### src/bams_pkg.sv
package bams_pkg;
   // timebase
   localparam int unsigned CLK_HZ        = 40_000_000;
   localparam int unsigned CYC_PER_MS    = CLK_HZ / 1000;
   // times in ms
   localparam int unsigned T_HOLDOFF_MS  = 8000;
   localparam int unsigned T_FALSE_MS    = 5000;
   localparam int unsigned T_PWR_INT_MS  = 50;
   localparam int unsigned T_SAG_MS      = 100;
   localparam int unsigned T_CHECK_MS    = 2000;
   localparam int unsigned T_IGN_MS      = 5000;
   localparam int unsigned T_PILOT_MS    = 3000;
   localparam int unsigned T_MAIN_MS     = 5000;
   // derived counts in cycles
   localparam logic [31:0] N_HOLDOFF_CYC = 32'(T_HOLDOFF_MS * CYC_PER_MS);
   localparam logic [31:0] N_FALSE_CYC   = 32'(T_FALSE_MS * CYC_PER_MS);
   localparam logic [31:0] N_PWR_CYC     = 32'(T_PWR_INT_MS * CYC_PER_MS);
   localparam logic [31:0] N_SAG_CYC     = 32'(T_SAG_MS * CYC_PER_MS);
   localparam logic [31:0] N_CHECK_CYC   = 32'(T_CHECK_MS * CYC_PER_MS);
   localparam logic [31:0] N_IGN_CYC     = 32'(T_IGN_MS * CYC_PER_MS);
   localparam logic [31:0] N_PILOT_CYC   = 32'(T_PILOT_MS * CYC_PER_MS);
   localparam logic [31:0] N_MAIN_CYC    = 32'(T_MAIN_MS * CYC_PER_MS);
   localparam logic [31:0] CNT_ZERO      = 32'h0;
   localparam logic [31:0] CNT_ONE       = 32'h1;
   // synchronised input bit positions
   localparam int IN_W    = 8;
   localparam int IN_ILK  = 0;
   localparam int IN_STRT = 1;
   localparam int IN_LOAD = 2;
   localparam int IN_FLM  = 3;
   localparam int IN_UV   = 4;
   localparam int IN_PWR  = 5;
   localparam int IN_SAG  = 6;
   localparam int IN_RST  = 7;
   localparam logic [IN_W-1:0] IN_RST_VAL = 8'h00;
   // phase display codes
   localparam logic [3:0] STANDBY_PHASE_CODE    = 4'h0;
   localparam logic [3:0] CHECK_PHASE_CODE      = 4'h1;
   localparam logic [3:0] IGN_PHASE_CODE        = 4'h4;
   localparam logic [3:0] PILOT_ONLY_PHASE_CODE = 4'h5;
   localparam logic [3:0] MAIN_TRIAL_PHASE_CODE = 4'h6;
   localparam logic [3:0] RUN_PHASE_CODE        = 4'h8;
   localparam logic [3:0] LOCKOUT_PHASE_CODE    = 4'hf;
   // error codes
   localparam logic [11:0] ERR_NONE       = 12'hfff;
   localparam logic [11:0] ERR_INTERLOCK  = 12'h000;
   localparam logic [11:0] ERR_FALSE_FLM  = 12'h001;
   localparam logic [11:0] ERR_UV_ALARM   = 12'h003;
   localparam logic [11:0] ERR_IGN_FAIL   = 12'h006;
   localparam logic [11:0] ERR_FLAME_FAIL = 12'h007;
   localparam logic [11:0] LOAD_INTERLOCK_OPEN_ERROR = 12'h966;

   typedef enum logic [2:0] {
      ST_STANDBY,
      ST_CHECK,
      ST_IGN,
      ST_PILOT,
      ST_MAIN,
      ST_RUN,
      ST_LOCKOUT
   } bams_state_t;
endpackage

### src/bams_top.sv
`timescale 1ns/1ps
// Summary of operation
// - each phase watches only its own faults; others are ignored there.
// - power dropouts under 50 ms are ridden through; longer ones restart, except in lockout, which holds.
// - half-voltage sags are ridden through; past 100 ms they are only reported on SAG_LONG.
// - after power-up, start requests are ignored for about eight seconds.
// - start with load-series interlock open is refused with its error code.
// - load-series interlock opening in combustion drops the fuel valves.
// - false flame or self-discharge lasting five seconds in check locks out.
// - no flame at end of ignition trial locks out with alarm.
// - idle interlock opening is harmless; start with it open locks out.
module bams_top
   import bams_pkg::*;
#(
   parameter logic [31:0] N_HOLDOFF = N_HOLDOFF_CYC,
   parameter logic [31:0] N_FALSE   = N_FALSE_CYC,
   parameter logic [31:0] N_PWR     = N_PWR_CYC,
   parameter logic [31:0] N_SAG     = N_SAG_CYC,
   parameter logic [31:0] N_CHECK   = N_CHECK_CYC,
   parameter logic [31:0] N_IGN     = N_IGN_CYC,
   parameter logic [31:0] N_PILOT   = N_PILOT_CYC,
   parameter logic [31:0] N_MAIN    = N_MAIN_CYC
)(
   // clock and reset
   input  wire logic        CLK_SYS,
   input  wire logic        ARST_N,
   // contact and detector inputs
   input  wire logic        INTERLOCK,
   input  wire logic        START_REQ,
   input  wire logic        LOAD_ILK,
   input  wire logic        FLAME,
   input  wire logic        UV_ALARM,
   input  wire logic        PWR_OK,
   input  wire logic        SAG,
   input  wire logic        RESET_REQ,
   // loads
   output logic             IGN_ON,
   output logic             PILOT_ON,
   output logic             MAIN_ON,
   output logic             ALARM,
   // status
   output logic [3:0]       PHASE,
   output logic [11:0]      ERR_CODE,
   output logic             READY,
   output logic             SAG_LONG
);
   logic [IN_W-1:0] in_s;
   logic            ilk, start, load_ok, flame, uv, pwr_ok, sag, rst_req;
   bams_state_t     state_ff, nxt_state;
   logic [11:0]     err_ff, nxt_err;
   logic [31:0]     holdoff_ff, tmr_ff, false_ff, pwr_ff, sag_ff;
   logic            holdoff_done, pwr_long, sag_long;

   bams_sync bams_sync_inst (
      .clk    (CLK_SYS),
      .arst_n (ARST_N),
      .din    ({RESET_REQ, SAG, PWR_OK, UV_ALARM, FLAME, LOAD_ILK,
                START_REQ, INTERLOCK}),
      .dout   (in_s)
   );

   assign ilk     = in_s[IN_ILK];
   assign start   = in_s[IN_STRT];
   assign load_ok = in_s[IN_LOAD];
   assign flame   = in_s[IN_FLM];
   assign uv      = in_s[IN_UV];
   assign pwr_ok  = in_s[IN_PWR];
   assign sag     = in_s[IN_SAG];
   assign rst_req = in_s[IN_RST];

   assign holdoff_done = (holdoff_ff >= N_HOLDOFF);
   assign pwr_long     = (pwr_ff >= N_PWR);
   assign sag_long     = (sag_ff >= N_SAG);

   // power-on hold-off
   always_ff @(posedge CLK_SYS or negedge ARST_N) begin
      if (!ARST_N) begin
         holdoff_ff <= CNT_ZERO;
      end else if (!holdoff_done) begin
         holdoff_ff <= holdoff_ff + CNT_ONE;
      end
   end

   // dropout and sag duration, saturating
   always_ff @(posedge CLK_SYS or negedge ARST_N) begin
      if (!ARST_N) begin
         pwr_ff <= CNT_ZERO;
      end else if (pwr_ok) begin
         pwr_ff <= CNT_ZERO;
      end else if (!pwr_long) begin
         pwr_ff <= pwr_ff + CNT_ONE;
      end
   end

   // a long sag is only reported; flame loss shows up on the detector
   always_ff @(posedge CLK_SYS or negedge ARST_N) begin
      if (!ARST_N) begin
         sag_ff <= CNT_ZERO;
      end else if (!sag) begin
         sag_ff <= CNT_ZERO;
      end else if (!sag_long) begin
         sag_ff <= sag_ff + CNT_ONE;
      end
   end

   // time spent in the current phase
   always_ff @(posedge CLK_SYS or negedge ARST_N) begin
      if (!ARST_N) begin
         tmr_ff <= CNT_ZERO;
      end else if (nxt_state != state_ff) begin
         tmr_ff <= CNT_ZERO;
      end else if (tmr_ff != ~CNT_ZERO) begin
         tmr_ff <= tmr_ff + CNT_ONE;
      end
   end

   // persistence of flame or self-discharge during start check
   always_ff @(posedge CLK_SYS or negedge ARST_N) begin
      if (!ARST_N) begin
         false_ff <= CNT_ZERO;
      end else if (state_ff == ST_CHECK && (flame || uv)) begin
         if (false_ff < N_FALSE) begin
            false_ff <= false_ff + CNT_ONE;
         end
      end else begin
         false_ff <= CNT_ZERO;
      end
   end

   // sequence
   always_comb begin
      nxt_state = state_ff;
      nxt_err   = err_ff;
      case (state_ff)
         ST_STANDBY: begin
            if (holdoff_done && start) begin
               if (!ilk) begin
                  nxt_state = ST_LOCKOUT;
                  nxt_err   = ERR_INTERLOCK;
               end else if (!load_ok) begin
                  nxt_err   = LOAD_INTERLOCK_OPEN_ERROR;
               end else begin
                  nxt_state = ST_CHECK;
                  nxt_err   = ERR_NONE;
               end
            end else if (!start) begin
               nxt_err = ERR_NONE;
            end
         end
         ST_CHECK: begin
            if (!ilk) begin
               nxt_state = ST_LOCKOUT;
               nxt_err   = ERR_INTERLOCK;
            end else if (false_ff >= N_FALSE) begin
               nxt_state = ST_LOCKOUT;
               nxt_err   = flame ? ERR_FALSE_FLM : ERR_UV_ALARM;
            end else if (!start) begin
               nxt_state = ST_STANDBY;
            end else if (tmr_ff >= N_CHECK && !flame && !uv) begin
               nxt_state = ST_IGN;
            end
         end
         ST_IGN, ST_PILOT, ST_MAIN, ST_RUN: begin
            if (!ilk) begin
               nxt_state = ST_LOCKOUT;
               nxt_err   = ERR_INTERLOCK;
            end else if (uv) begin
               nxt_state = ST_LOCKOUT;
               nxt_err   = ERR_UV_ALARM;
            end else if (state_ff != ST_IGN && !flame) begin
               nxt_state = ST_LOCKOUT;
               nxt_err   = ERR_FLAME_FAIL;
            end else if (!load_ok) begin
               nxt_state = ST_STANDBY;
               nxt_err   = LOAD_INTERLOCK_OPEN_ERROR;
            end else if (!start) begin
               nxt_state = ST_STANDBY;
            end else if (state_ff == ST_IGN && tmr_ff >= N_IGN) begin
               // ignition failure is judged only here
               nxt_state = flame ? ST_PILOT : ST_LOCKOUT;
               nxt_err   = flame ? err_ff : ERR_IGN_FAIL;
            end else if (state_ff == ST_PILOT && tmr_ff >= N_PILOT) begin
               nxt_state = ST_MAIN;
            end else if (state_ff == ST_MAIN && tmr_ff >= N_MAIN) begin
               nxt_state = ST_RUN;
            end
         end
         ST_LOCKOUT: begin
            if (rst_req) begin
               nxt_state = ST_STANDBY;
               nxt_err   = ERR_NONE;
            end
         end
         default: begin
            nxt_state = ST_STANDBY;
         end
      endcase
      // lockout must survive a dropout, so it is exempt from the restart
      if (pwr_long && state_ff != ST_LOCKOUT) begin
         nxt_state = ST_STANDBY;
      end
   end

   always_ff @(posedge CLK_SYS or negedge ARST_N) begin
      if (!ARST_N) begin
         state_ff <= ST_STANDBY;
         err_ff   <= ERR_NONE;
      end else begin
         state_ff <= nxt_state;
         err_ff   <= nxt_err;
      end
   end

   // outputs follow the next state so they line up with state_ff
   always_ff @(posedge CLK_SYS or negedge ARST_N) begin
      if (!ARST_N) begin
         IGN_ON   <= 1'b0;
         PILOT_ON <= 1'b0;
         MAIN_ON  <= 1'b0;
         ALARM    <= 1'b0;
      end else begin
         IGN_ON   <= (nxt_state == ST_IGN);
         PILOT_ON <= load_ok && (nxt_state == ST_IGN ||
                     nxt_state == ST_PILOT || nxt_state == ST_MAIN);
         MAIN_ON  <= load_ok && (nxt_state == ST_MAIN ||
                     nxt_state == ST_RUN);
         ALARM    <= (nxt_state == ST_LOCKOUT);
      end
   end

   always_ff @(posedge CLK_SYS or negedge ARST_N) begin
      if (!ARST_N) begin
         PHASE    <= STANDBY_PHASE_CODE;
         ERR_CODE <= ERR_NONE;
         READY    <= 1'b0;
         SAG_LONG <= 1'b0;
      end else begin
         case (nxt_state)
            ST_CHECK:   PHASE <= CHECK_PHASE_CODE;
            ST_IGN:     PHASE <= IGN_PHASE_CODE;
            ST_PILOT:   PHASE <= PILOT_ONLY_PHASE_CODE;
            ST_MAIN:    PHASE <= MAIN_TRIAL_PHASE_CODE;
            ST_RUN:     PHASE <= RUN_PHASE_CODE;
            ST_LOCKOUT: PHASE <= LOCKOUT_PHASE_CODE;
            default:    PHASE <= STANDBY_PHASE_CODE;
         endcase
         ERR_CODE <= nxt_err;
         READY    <= holdoff_done;
         SAG_LONG <= sag_long;
      end
   end
endmodule

### src/bams_sync.sv
`timescale 1ns/1ps
module bams_sync
   import bams_pkg::*;
(
   // clock and reset
   input  wire logic            clk,
   input  wire logic            arst_n,
   // levels
   input  wire logic [IN_W-1:0] din,
   output logic      [IN_W-1:0] dout
);
   logic [IN_W-1:0] meta_ff;
   logic [IN_W-1:0] sync_ff;

   genvar i;
   generate
      for (i = 0; i < IN_W; i++) begin : g_bit
         always_ff @(posedge clk or negedge arst_n) begin
            if (!arst_n) begin
               meta_ff[i] <= IN_RST_VAL[i];
               sync_ff[i] <= IN_RST_VAL[i];
            end else begin
               meta_ff[i] <= din[i];
               sync_ff[i] <= meta_ff[i];
            end
         end
      end
   endgenerate

   assign dout = sync_ff;
endmodule

### config.mk
export PLATFORM = sky130hd
export DESIGN_NAME = bams_top
export DESIGN_NICKNAME = d
export VERILOG_FILES = /design/src/bams_pkg.sv /design/src/bams_top.sv /design/src/bams_sync.sv
export SDC_FILE = /design/constraint.sdc
export NUM_CORES = 1
export LEC_CHECK = 0
export ABC_AREA = 0
export BUFFER_PORTS_ARGS = -buffer_cell sky130_fd_sc_hd__buf_4
export CAP_MARGIN = 20
export CORE_MARGIN = 4
export CORE_UTILIZATION = 41
export DETAILED_ROUTE_END_ITERATION = 8
export SYNTH_ARGS = -nofsm -noshare
export SYNTH_HDL_FRONTEND = slang
export SYNTH_SLANG_ARGS = --single-unit
### constraint.sdc
create_clock -name CLK_SYS -period 4.8 [get_ports CLK_SYS]
set_input_delay 1.44 -clock CLK_SYS [delete_from_list [all_inputs] [get_ports CLK_SYS]]
set_output_delay 1.44 -clock CLK_SYS [all_outputs]
set_load 0.01 [all_outputs]
Word-level counts from Yosys, hierarchy flattened
Index checks and enable logic that the tools add are counted.
{ "classes": {"add_sub_neg": 5, "magnitude_cmp": 8, "n_eq_ne": 25, "n_mux": 44, "reduce_logical": 22} }
{ "ops": {"columns": ["op", "n"], "rows": [
  ["$mux W32", 8],
  ["$add A32 B1 Y32 const B", 5],
  ["$mux W12", 13],
  ["$ge A32 B27 Y1 const B", 2],
  ["$ge A32 B28 Y1 const B", 2],
  ["$mux W3", 18],
  ["$pmux W12 S4", 1],
  ["$ge A32 B21 Y1 const B", 1],
  ["$ge A32 B22 Y1 const B", 1],
  ["$ge A32 B29 Y1 const B", 1],
  ["$lt A32 B28 Y1 const B", 1],
  ["$ne A32 B32 Y1 const B", 1],
  ["$pmux W4 S6", 1],
  ["$eq A3 B3 Y1 const B", 6],
  ["$ne A6 B5 Y1 const B", 3],
  ["$eq A3 B2 Y1 const B", 4],
  ["$pmux W3 S4", 1],
  ["$logic_and A1 B1 Y1", 11],
  ["$mux W11", 1],
  ["$ne A3 B3 Y1 const B", 3],
  ["$reduce_and A7 Y1", 1],
  ["$eq A3 B1 Y1 const B", 2],
  ["$ne A2 B1 Y1 const B", 3],
  ["$logic_or A1 B1 Y1", 4],
  ["9 further kinds", 10]
]} }
{ "word_totals": {"reg_bits": 201, "inputBits": 10, "elab_cells": 134} }

Logic depth before layout (Yosys ltp)
Gate-level depths: netlist of the first run.
{ "logic_depth": {"ltp_word": 16, "ltp_mapped": 9} }

By module
Synthesis of the first run repeated with hierarchy kept, for this count alone.
{ "unflattened": {"cells_unflattened": 1024, "hier_area_um2": 10301.1} }
{ "by_module_without_submodules": {"columns": ["module", "instances", "cells_each", "area_each_um2", "seq_area_each_um2"], "rows": [
  ["bams_top", 1, 1008, 9900.7, 4460.5],
  ["bams_sync", 1, 16, 400.4, 400.4]
]} }

Least setup slack after synthesis of the first run
Ideal clock, no wire load.
{ "synth_timing": {"kind": "register to register", "start": "reg tmr_ff[28]", "end": "reg tmr_ff[10]", "setup_time_ps": 80, "arrival_ps": 2485, "slack_ps": 2235, "stages_incl_launch_ff": 9, "cell_sequence": "dfrtp_1 or4_4 a211oi_1 a21oi_1 nor4b_1 a211o_1 mux2_4 buf_6 nor3_2"} }
{ "synth_between": {"elab_chain_cells": 14, "elab_cells_between_ends": 26, "cone_classes": "order compare (3); eq/ne (2); mux (15); reduce/logical (6)"} }
{ "synth_lines": {"columns": ["item", "line", "text"], "rows": [
  ["start, declared", "bams_top.sv:51", "logic [31:0] holdoff_ff, tmr_ff, false_ff, pwr_ff, sag_ff;"],
  ["start signal, assigned", "bams_top.sv:113", "tmr_ff <= tmr_ff + CNT_ONE;"],
  ["$ge A32 B28 Y1", "bams_top.sv:178, bams_top.sv:184", null],
  ["$logic_and A1 B1 Y1", "bams_top.sv:184", "end else if (state_ff == ST_MAIN && tmr_ff >= N_MAIN) begin"],
  ["$mux W3", "bams_top.sv:184", null],
  ["$mux W3", "bams_top.sv:182", "end else if (state_ff == ST_PILOT && tmr_ff >= N_PILOT) begin"],
  ["$mux W3", "bams_top.sv:178", "end else if (state_ff == ST_IGN && tmr_ff >= N_IGN) begin"],
  ["$mux W3", "bams_top.sv:176", "end else if (!start) begin"],
  ["$mux W3", "bams_top.sv:173", "end else if (!load_ok) begin"],
  ["$mux W3", "bams_top.sv:170", "end else if (state_ff != ST_IGN && !flame) begin"],
  ["$mux W3", "bams_top.sv:167", "end else if (uv) begin"],
  ["$mux W3", "bams_top.sv:164", "if (!ilk) begin"],
  ["$pmux W3 S4", "bams_top.sv:134", "case (state_ff)"],
  ["$mux W3", "bams_top.sv:199", "if (pwr_long && state_ff != ST_LOCKOUT) begin"],
  ["$ne A3 B3 Y1", "bams_top.sv:110", "end else if (nxt_state != state_ff) begin"],
  ["$mux W32 / $reduce_bool A2 Y1 (equally long branches)", null, null]
]} }
Several ways; a longest one is shown, not always the timed one.
A chain may end at the register's enable or synchronous reset.

Worst setup path after layout of the first run
{ "layout_timing": {"start": "reg pwr_ff[12]", "end": "reg tmr_ff[1]"} }
{ "layout_between": {"elab_chain_cells": 5, "elab_cells_between_ends": 6, "cone_classes": "order compare (1); eq/ne (1); mux (2); reduce/logical (2)"} }
{ "layout_lines": {"columns": ["item", "line", "text"], "rows": [
  ["start, declared", "bams_top.sv:51", null],
  ["start signal, assigned", "bams_top.sv:91", "pwr_ff <= pwr_ff + CNT_ONE;"],
  ["$ge A32 B21 Y1 *", "bams_top.sv:72", "assign pwr_long = (pwr_ff >= N_PWR);"],
  ["$logic_and A1 B1 Y1 *", "bams_top.sv:199", null],
  ["$mux W3 *", "bams_top.sv:199", null],
  ["$ne A3 B3 Y1 *", "bams_top.sv:110", null],
  ["$mux W32 / $reduce_bool A2 Y1 (equally long branches)", null, null]
]} }
Mark *: on every way between the ends. The rest lies on a longest branch, timed or not.

==> results.md, run 1 <==
- Fin crit share: 0.641
- Die area: 26,500 um2
- Crit path max-delay family: simple AND/OR/NAND/NOR gates
- Relative max-transition margin: 0.344
- Post-layout min period: 3.08 ns
- Leak pwr: just under 0.005 uW
- Pwr dens: a little under 300 nW/um2
- Final hold vios: 0
- DR DRC count: 0
- Layout cells sized above 1: 0.130
- Max VDD drop: approximately 200 uV
- Clk_skew: approximately 0.012 ns
- Post-synth ARST share: 1.00
- N_diodes: 0
- Worst Max-Slew Pin Slew: 0.981 ns
- FF-to-FF path depth: 8
- Detailed Place HPWL: around 13,000 um
- Vias in the first global route: around 6,800
- Longest Clk Path Bufs: 2
- Drt pass-1 iters: 5
- Final worst slack: between 1.5 and 2 ns
- P_int: roughly 2400 uW
- Critical-path maximum fanout: 32
- Die W: roughly 160 um
- Kind of critical path: flop to flop
- Post-synth EDFFs: 0
- RePlAce Congestion: between 0.8 and 0.9
- Crit path DAT: approximately 3.4 ns
- Crit path buf inv count: 1
- Gr usage total: 0.154
- P_sw: about 780 uW
- Wire per inst: approximately 15 um
- Max-cap violations: 0
- Crit Reg-Reg Endpoint: tmr_ff[1]$_DFFE_PN0P_
- CP Capture Type: flop
- Max-slew violations: 0
- Final nets: ~1,000
- Sequential power share: 0.519
- Worst Path Required: 5.15 ns
- Setup bufs post-CTS: 0
- H-tree levels: 4
- Post-Syn Nets: between 900 and 1,000
- Hold Startpoint: bams_sync_inst.meta_ff[7]$_DFF_PN0_
- Clk pwr share: 0.460
- Core area: around 24,000 um2
- Max frequency: about 320 MHz
- Logic pwr share: 0.021
- Cell area after synthesis: roughly 9800 um2
- TritonCTS buffer count: 17
- Insertion delay to the later sink of the worst-skew pair: ~0.44 ns
- Chip height: between 150 and 200 um
- Sw Ratio: 0.242
- PortBufs: 31
- Hold-critical path depth: 0
- Setup tns final: 0 ns
- HP Class: flop to flop
- Drt initial violations: 570
- Synthesis-to-finish area growth: 11.0%
- Via count: between 6,000 and 7,000
- Post-route ant nets: 0
- Worst r2r src: pwr_ff[12]$_DFFE_PN0P_
- Root Driver: clkbuf_16
- Synth Flop Type: dfrtp_1
- Largest net degree at the start of global routing: 82
- Largest cells by area after synthesis: dfrtp_1 (48%), xnor2_1 (5.6%), xor2_1 (5.0%)
- Post-Place Worst Slack: ~1.7 ns
- Ports: 32
- Worst path max stage delay: approximately 0.56 ns
- Grt ovf: 0
- First-pass GRT wire length: roughly 34,000 um
- Clock transition at path regs: approximately 0.07 ns
- Crit path cell chain: or4_1 -> o2111ai_2 -> and3_1 -> a21oi_1 -> a2111oi_4 -> nand4_2 -> buf_4 -> nor3_1
- Final setup violation count: 0
- Largest area contributor in the netlist: dfrtp_1
- Startpoint Class: flop
- Synth unique cells: 77
- Drt total wl: between 15,000 and 20,000 um
- RSZ-0062 raised after global routing: no
- Register area share after synthesis: 0.495
- Syn avg cell area: between 10 and 15 um2
- Resize count post-CTS: 0
- # hold bufs at CTS: 0
- Initial core utilization: 0.417
- Share of the synthesized area in the top cell type: 0.481
- Gate Count Post-Synth: slightly below 1,000
- Vias per cell: about 5.2
- CTS tree: built
- R2R setup slack: roughly 1.7 ns
- Hold Path End: bams_sync_inst.dout[7]$_DFF_PN0_
- Status: finished clean
- Clock sinks: 194
- Ys Warns: 0
- Antenna violations before repair: 0
- FF+latch count, synth: between 150 and 200
- Slowest stage cell, crit path: and3_1
- Cell Rows: between 50 and 60
-- final cells by class --
cell class                      instances  area, um2
Inverter                               32        120
Multi-Input combinational cell        696       4590
Fill cell                            2255      12600
Clock buffer                           17        425
Sequential cell                       194       4860
Timing Repair Buffer                   39        312
Clock inverter                         15        208
Tap cell                              319        399
-- synth_stat cells (21+ instances only) --
| library cell | number |
|---|---|
| dfrtp_1 | 189 |
| nor2_1 | 95 |
| nand2_1 | 65 |
| xnor2_1 | 63 |
| nand3_1 | 59 |
| xor2_1 | 56 |
| and2_1 | 40 |
| clkbuf_1 | 33 |
| inv_1 | 31 |
| and3_1 | 30 |
| nor3_2 | 30 |
| a21oi_1 | 26 |
| nand4_1 | 23 |
| nor3_1 | 21 |
-- layout by cell type, fill, tap and decap left out, drive strengths merged, types with 9 or more instances in the layout --
cell type	synthesis	layout
a21oi	27	27
a31oi	12	12
and2	40	40
and3	30	30
and4	12	12
buf	17	38
clkbuf	33	18
dfrtp	189	189
ha	10	10
inv	32	39
nand2	65	65
nand3	59	59
nand4	24	24
nor2	95	95
nor2b	17	17
nor3	51	51
nor4	16	16
o21ai	20	20
or3	9	9
xnor2	63	63
xor2	56	56
-- routing by layer --
layer  up-vias  track usage  wire length (um)
li1       3408            -                 -
met1      3344        0.232              9720
met2        91        0.226              8530
met3        20       0.0306               561
met4         0       0.0412               291
met5         -            0                 0
-- worst max-delay path by stage --
stage                                 from                      to  slack, ns  depth (start not counted)
CTS                 pwr_ff[12]$_DFFE_PN0P_   tmr_ff[1]$_DFFE_PN0P_       1.71                          8
finish              pwr_ff[12]$_DFFE_PN0P_   tmr_ff[1]$_DFFE_PN0P_       1.72                          8
detailed placement  pwr_ff[12]$_DFFE_PN0P_   tmr_ff[1]$_DFFE_PN0P_       1.73                          8
floorplan           tmr_ff[28]$_DFFE_PN0P_  tmr_ff[10]$_DFFE_PN0P_       2.24                          8
global placement    tmr_ff[28]$_DFFE_PN0P_   tmr_ff[1]$_DFFE_PN0P_       1.79                          7
global route        pwr_ff[12]$_DFFE_PN0P_   tmr_ff[1]$_DFFE_PN0P_       1.46                          8
-- state kept, by name, indices dropped and copies added, names as in the netlist --
register and cells:
PILOT_ON 1, holdoff_ff 32, MAIN_ON 1, PHASE 4, ERR_CODE 5, state_ff 3, ALARM 1, pwr_ff 32
READY 1, bams_sync_inst.meta_ff 8, SAG_LONG 1, bams_sync_inst.dout 8, false_ff 32, sag_ff 32, tmr_ff 32, IGN_ON 1
-- power groups by stage --
stage | Combinational [uW] | Sequential [uW] | Clock, uW
6_report | 65.7 | 1660 | 1470
5_1_grt | 79.1 | 1660 | 1590
4_1_cts | 69.4 | 1660 | 1520
3_5_place_dp | 68.8 | 1690 | 0
3_3_place_gp | 68.4 | 1690 | 0
2_1_floorplan | 26.1 | 1680 | 0
-- cell families (layout without fill, tap and decap cells) --
family	after synthesis	count (layout)	synth area share
and+or+nand+nor	447	447	0.255
DFF	194	194	0.495
xor gates and xnor gates	119	119	0.106
AOI/OAI and AO/OA	111	111	0.0817
buffers and inverters	82	103	0.0392
adders and majority gates	10	10	0.0127
muxes	9	9	0.0103
-- per-stage QoR --
| stage | power (uW) | hold slack, ns | util | instance area, um2 | std cells |
|---|---|---|---|---|---|
| after global placement | 1760 | 0.333 | 0.437 | 10300 | 1280 |
| after global routing | 3330 | 0.358 | 0.463 | 10900 | 1312 |
| final | 3200 | 0.351 | 0.463 | 10900 | 1312 |
| after floorplan | 1710 | 0.331 | - | 9830 | 972 |
| after detailed placement | 1760 | 0.335 | 0.437 | 10300 | 1280 |
| after CTS | 3250 | 0.353 | 0.463 | 10900 | 1312 |
No activity file was read; power rests on OpenSTA's default activity.
==> inputs of run 2 (changes only) <==
==> constraint.sdc (replaced) <==
create_clock -name CLK_SYS -period 2.7 [get_ports CLK_SYS]
set_input_delay 0.81 -clock CLK_SYS [delete_from_list [all_inputs] [get_ports CLK_SYS]]
set_output_delay 0.81 -clock CLK_SYS [all_outputs]
set_load 0.01 [all_outputs]
==> results.md, run 2 (synthesis results as in run 1) <==
- Final setup violation count: 0
- Post-layout min period: around 2.6 ns
- Fin area: approximately 11,000 um2
- Post-Place Worst Slack: around 0.034 ns
- Vias per cell: approximately 5.2
- Kind of critical path: flop to flop
- Max frequency: roughly 380 MHz
- Largest net degree at the start of global routing: 60
- Fin crit share: 0.971
- Logic pwr share: 0.021
- Wire per inst: 14.8 um
- Max VDD drop: about 330 uV
- Clk_skew: around 0.017 ns
- R2R setup slack: approximately 0.078 ns
- Most frequent cells in the layout: dfrtp_1 (189), nor2_1 (93), buf_4 (82)
- Final nets: 1,051
- Final hold vios: 0
- Critical-path maximum fanout: 16
- Grt ovf: 0
- Leak pwr: 0.00516 uW
- Crit path cell chain: or4_1 -> o2111ai_2 -> and3_4 -> a21oi_2 -> a2111oi_4 -> nand4_4 -> clkbuf_16 -> nor3_2
- Slowest stage cell, crit path: or4_1
- Ports: 32
- Final-layout fill cell count: 2,212
- Clk pwr share: 0.471
- P_sw: around 1500 uW
- Root Driver: clkbuf_16
- Relative max-transition margin: 0.549
- Worst path max stage delay: around 0.54 ns
- Sw Ratio: 0.252
- Max-cap violations: 0
- Max-slew violations: 0
- Crit path buf inv count: 1
- Crit path DAT: 2.98 ns
- H-tree levels: 4
- Worst Path Required: around 3.1 ns
- Clock sinks: ~190
- Initial core utilization: 0.417
- Die W: ~160 um
- Core area: roughly 24,000 um2
- Drt pass-1 iters: 4
- Final worst slack: ~0.078 ns
- Synthesis-to-finish area growth: 17.0%
- HP Class: primary input to asynchronous set/reset pin
- Placed inst area: approximately 11,000 um2
- Cell Rows: 56
- Antenna violations before repair: 0
- TritonCTS buffer count: 17
- N_diodes: 0
- P_int: 4350 uW
- Die area: between 20,000 and 30,000 um2
- PortBufs: 31
- CP Capture Type: flop
- Longest Clk Path Bufs: 2
- Drt initial violations: 460
- Drt total wl: slightly above 20,000 um
- Detailed Place HPWL: 13,800 um
- Clock transition at path regs: 0.08 ns
- Pwr dens: about 500 nW/um2
- Gr usage total: 0.158
- CTS tree: built
- DR DRC count: 0
- Chip height: approximately 160 um
- Post-route ant nets: 0
- Startpoint Class: flop
- Layout cells sized above 1: 0.184
- Via count: roughly 7,000
- RePlAce Congestion: approximately 0.83
- Status: finished clean
- Worst Max-Slew Pin Slew: ~0.67 ns
- Insertion delay to the later sink of the worst-skew pair: about 0.45 ns
- Most common cell after layout, fill and taps aside: dfrtp_1
- Crit path max-delay family: simple AND/OR/NAND/NOR gates
- Sequential power share: 0.508
- # hold bufs at CTS: 0
- Vias in the first global route: slightly above 7,000
- First-pass GRT wire length: roughly 35,000 um
==> run 2: changes by cell type in the layout (fill, tap and decap cells not counted), sizes merged <==
cell / change
buf: +49
clkbuf: +2
==> run 2: per-layer routing <==
metal	wire length, um	track usage
met2	9480	0.256
met5	0	0
met1	9890	0.218
met4	176	0.0358
met3	617	0.0334
==> run 2: repair_timing <==
action                     in CTS  in global routing
setup buffers                   0                  1
setup endpoints to repair       1                 42
pin swaps                       0                  7
cloned                          0                  2
resized for setup               2                 21
==> run 2: power groups by stage <==
stage	Combinational, uW	Sequential [uW]	Clock (uW)
global placement	126	3010	0
finish	123	2960	2740
global route	144	2960	2930
floorplan	46.4	3000	0
CTS	129	2960	2820
detailed placement	129	3010	0
==> run 2: final cells by class <==
type	instances	area, um2	share of cell area
tap	319	399	0.0347
clock inverter	15	239	0.0208
multi-input combinational	696	4670	0.406
inverter	32	120	0.0104
clock buffer	17	425	0.0370
sequential	194	4860	0.423
timing repair buffer	90	779	0.0678
==> run 2: per-stage QoR <==
step           power (uW)   util  setup TNS (ns)  hold WS (ns)  cells
6_report             5820  0.488               0         0.265   1363
5_1_grt              6040  0.488        -0.00158         0.282   1363
4_1_cts              5900  0.482               0         0.273   1360
3_5_place_dp         3140  0.454               0         0.336   1328
3_3_place_gp         3140  0.454               0         0.332   1328
2_1_floorplan        3040      -               0         0.331    972
==> run 2: final timing paths <==
check / from / cells past startpoint / end
min in group CLK_SYS: bams_sync_inst.meta_ff[6]$_DFF_PN0_ / 0 / bams_sync_inst.dout[6]$_DFF_PN0_
worst min-delay path: ARST_N / 1 / pwr_ff[11]$_DFFE_PN0P_
worst max-delay path: pwr_ff[14]$_DFFE_PN0P_ / 8 / tmr_ff[8]$_DFFE_PN0P_
worst min register to register: bams_sync_inst.meta_ff[6]$_DFF_PN0_ / 0 / bams_sync_inst.dout[6]$_DFF_PN0_
max in group asynchronous: ARST_N / 2 / false_ff[23]$_DFFE_PN0P_
worst max register to register: pwr_ff[14]$_DFFE_PN0P_ / 8 / tmr_ff[8]$_DFFE_PN0P_
==> inputs of run 3 (changes only) <==
==> constraint.sdc (replaced) <==
create_clock -name CLK_SYS -period 2.3 [get_ports CLK_SYS]
set_input_delay 0.69 -clock CLK_SYS [delete_from_list [all_inputs] [get_ports CLK_SYS]]
set_output_delay 0.69 -clock CLK_SYS [all_outputs]
set_load 0.01 [all_outputs]
==> results.md, run 3 (synthesis results as in run 1) <==
- Vias in the first global route: about 7,300
- Crit path cell chain: or4_4 -> o2111ai_4 -> and3_4 -> a21oi_4 -> a2111oi_4 -> nand4_4 -> clkbuf_16 -> nor3_2
- Final hold slack: about 0.17 ns
- Pwr dens: between 500 and 600 nW/um2
- H-tree levels: 4
- Final worst slack: -0.309 ns
- Layout cells sized above 1: 0.319
- Crit path DAT: slightly below 3 ns
- N_diodes: 0
- Vias per cell: a little over 5
- Root Driver: clkbuf_16
- Worst Path Required: 2.65 ns
- P_sw: 1650 uW
- Final nets: about 1,200
- Fin crit share: 1.13
- HP Class: primary input to asynchronous set/reset pin
- Post-route ant nets: 0
- PortBufs: 31
- Power Total: about 6700 uW
- Clock transition at path regs: ~0.090 ns
- First-pass GRT wire length: approximately 36,000 um
- Sw Ratio: 0.245
- Worst r2r src: pwr_ff[11]$_DFFE_PN0P_
- Drt pass-1 iters: 5
- Fin util: 0.550
- Sequential power share: 0.514
- Core area: approximately 24,000 um2
- Final setup violation count: 52
- Kind of critical path: flop to flop
- Fin area: ~13,000 um2
- Worst Max-Slew Pin Slew: approximately 0.56 ns
- Drt initial violations: a little under 400
- Most frequent cells in the layout: dfrtp_1 (189), buf_4 (174), nor2_1 (88)
- RePlAce Congestion: ~0.83
- Logic pwr share: 0.026
- Ports: 32
- Die W: roughly 160 um
- Status: complete, but fails checks
- CP Capture Type: flop
- Cell Rows: 56
- Max-cap violations: 0
- Longest Clk Path Bufs: 2
- Die area: 26,500 um2
- TritonCTS buffer count: 17
- Largest net degree at the start of global routing: 53
- Via count: between 7,000 and 8,000
- Max frequency: 383 MHz
- Slowest stage cell, crit path: or4_4
- Max-slew violations: 0
- Post-layout min period: between 2 and 3 ns
- Setup tns final: -10.77 ns
- Clk pwr share: 0.460
- DR DRC count: 0
- Synthesis-to-finish area growth: 31.8%
- RSZ-0062 raised after global routing: yes
- Wire per inst: around 15 um
- Grt ovf: 0
- Drt total wl: 21,400 um
- Failing checks: negative setup slack
- CP startpoint: pwr_ff[11]$_DFFE_PN0P_
- Most common cell after layout, fill and taps aside: dfrtp_1
- Clock sinks: 194
- Chip height: 163 um
- Relative max-transition margin: 0.628
- Gr usage total: 0.161
- Detailed Place HPWL: between 10,000 and 15,000 um
- Worst path max stage delay: between 0.5 and 0.6 ns
- CTS tree: built
- Final hold vios: 0
- Max VDD drop: approximately 380 uV
- Initial core utilization: 0.417
- Placed inst area: between 10,000 and 15,000 um2
- Leak pwr: about 0.0057 uW
- Critical-path maximum fanout: 16
- Final-layout fill cell count: 2,106
- P_int: between 5000 and 6000 uW
- Clk_skew: 0.0135 ns
- Antenna violations before repair: 0
- Startpoint Class: flop
- Insertion delay to the later sink of the worst-skew pair: 0.44 ns
[run 3: cell types whose count changed in the layout (fill, tap and decap cells not counted), moves of 7 or more]
cell,previous run,this run
nor3_1,18,9
nor3_4,3,17
a21oi_1,25,18
buf_6,0,17
buf_4,82,174
[run 3: per-layer routing]
layer,share of wire,vias up,global-route usage
li1,-,3746,-
met1,0.49,3687,0.228
met2,0.47,86,0.262
met3,0.028,8,0.0296
met4,0.0071,0,0.0351
met5,0,-,0
[run 3: per-stage QoR]
step / setup slack, ns / std cells
4_1_cts: -0.261 / 1460
2_1_floorplan: -0.179 / 972
3_3_place_gp: -0.358 / 1421
6_report: -0.309 / 1478
3_5_place_dp: -0.348 / 1421
5_1_grt: -0.386 / 1478
[run 3: area by class of cell]
| type | instances | area, um2 | share of cell area |
|---|---|---|---|
| clock inverter | 15 | 206 | 0.0159 |
| tap | 319 | 399 | 0.0308 |
| sequential | 194 | 4860 | 0.375 |
| timing repair buffer | 202 | 1730 | 0.133 |
| clock buffer | 17 | 425 | 0.0329 |
| inverter | 32 | 120 | 0.00928 |
| multi-input combinational | 699 | 5210 | 0.402 |
[run 3: critical path: cells and delay by family, from the launching register on]
kind                   cells  cell delay, ns
AO/OA/AOI/OAI              3            0.68
AND/OR/NAND/NOR            4            1.19
flip-flops                 1            0.39
buffers and inverters      1            0.26
[run 3: power by group through the flow]
stage	clock network, uW	registers, uW	logic (uW)
2_1_floorplan	0	3520	54.9
3_3_place_gp	0	3530	170
3_5_place_dp	0	3530	171
4_1_cts	3190	3460	175
5_1_grt	3320	3470	200
6_report	3100	3460	172
[run 3: worst paths after layout]
kind / to / slack [ns] / cells past startpoint
min: pwr_ff[30]$_DFFE_PN0P_ / 0.17 / 1
max in group asynchronous: false_ff[16]$_DFFE_PN0P_ / 1.49 / 2
max: tmr_ff[16]$_DFFE_PN0P_ / -0.31 / 8
min in group CLK_SYS: bams_sync_inst.dout[5]$_DFF_PN0_ / 0.35 / 0
min reg2reg: bams_sync_inst.dout[5]$_DFF_PN0_ / 0.35 / 0
max reg2reg: tmr_ff[16]$_DFFE_PN0P_ / -0.31 / 8
[run 3: what timing repair did]
action                     CTS  global route
setup endpoints to repair   85           107
cloned                       2             5
hold buffers                 0             0
gates resized for setup     37            92
pin swaps                   11            39
setup buffers                5            17
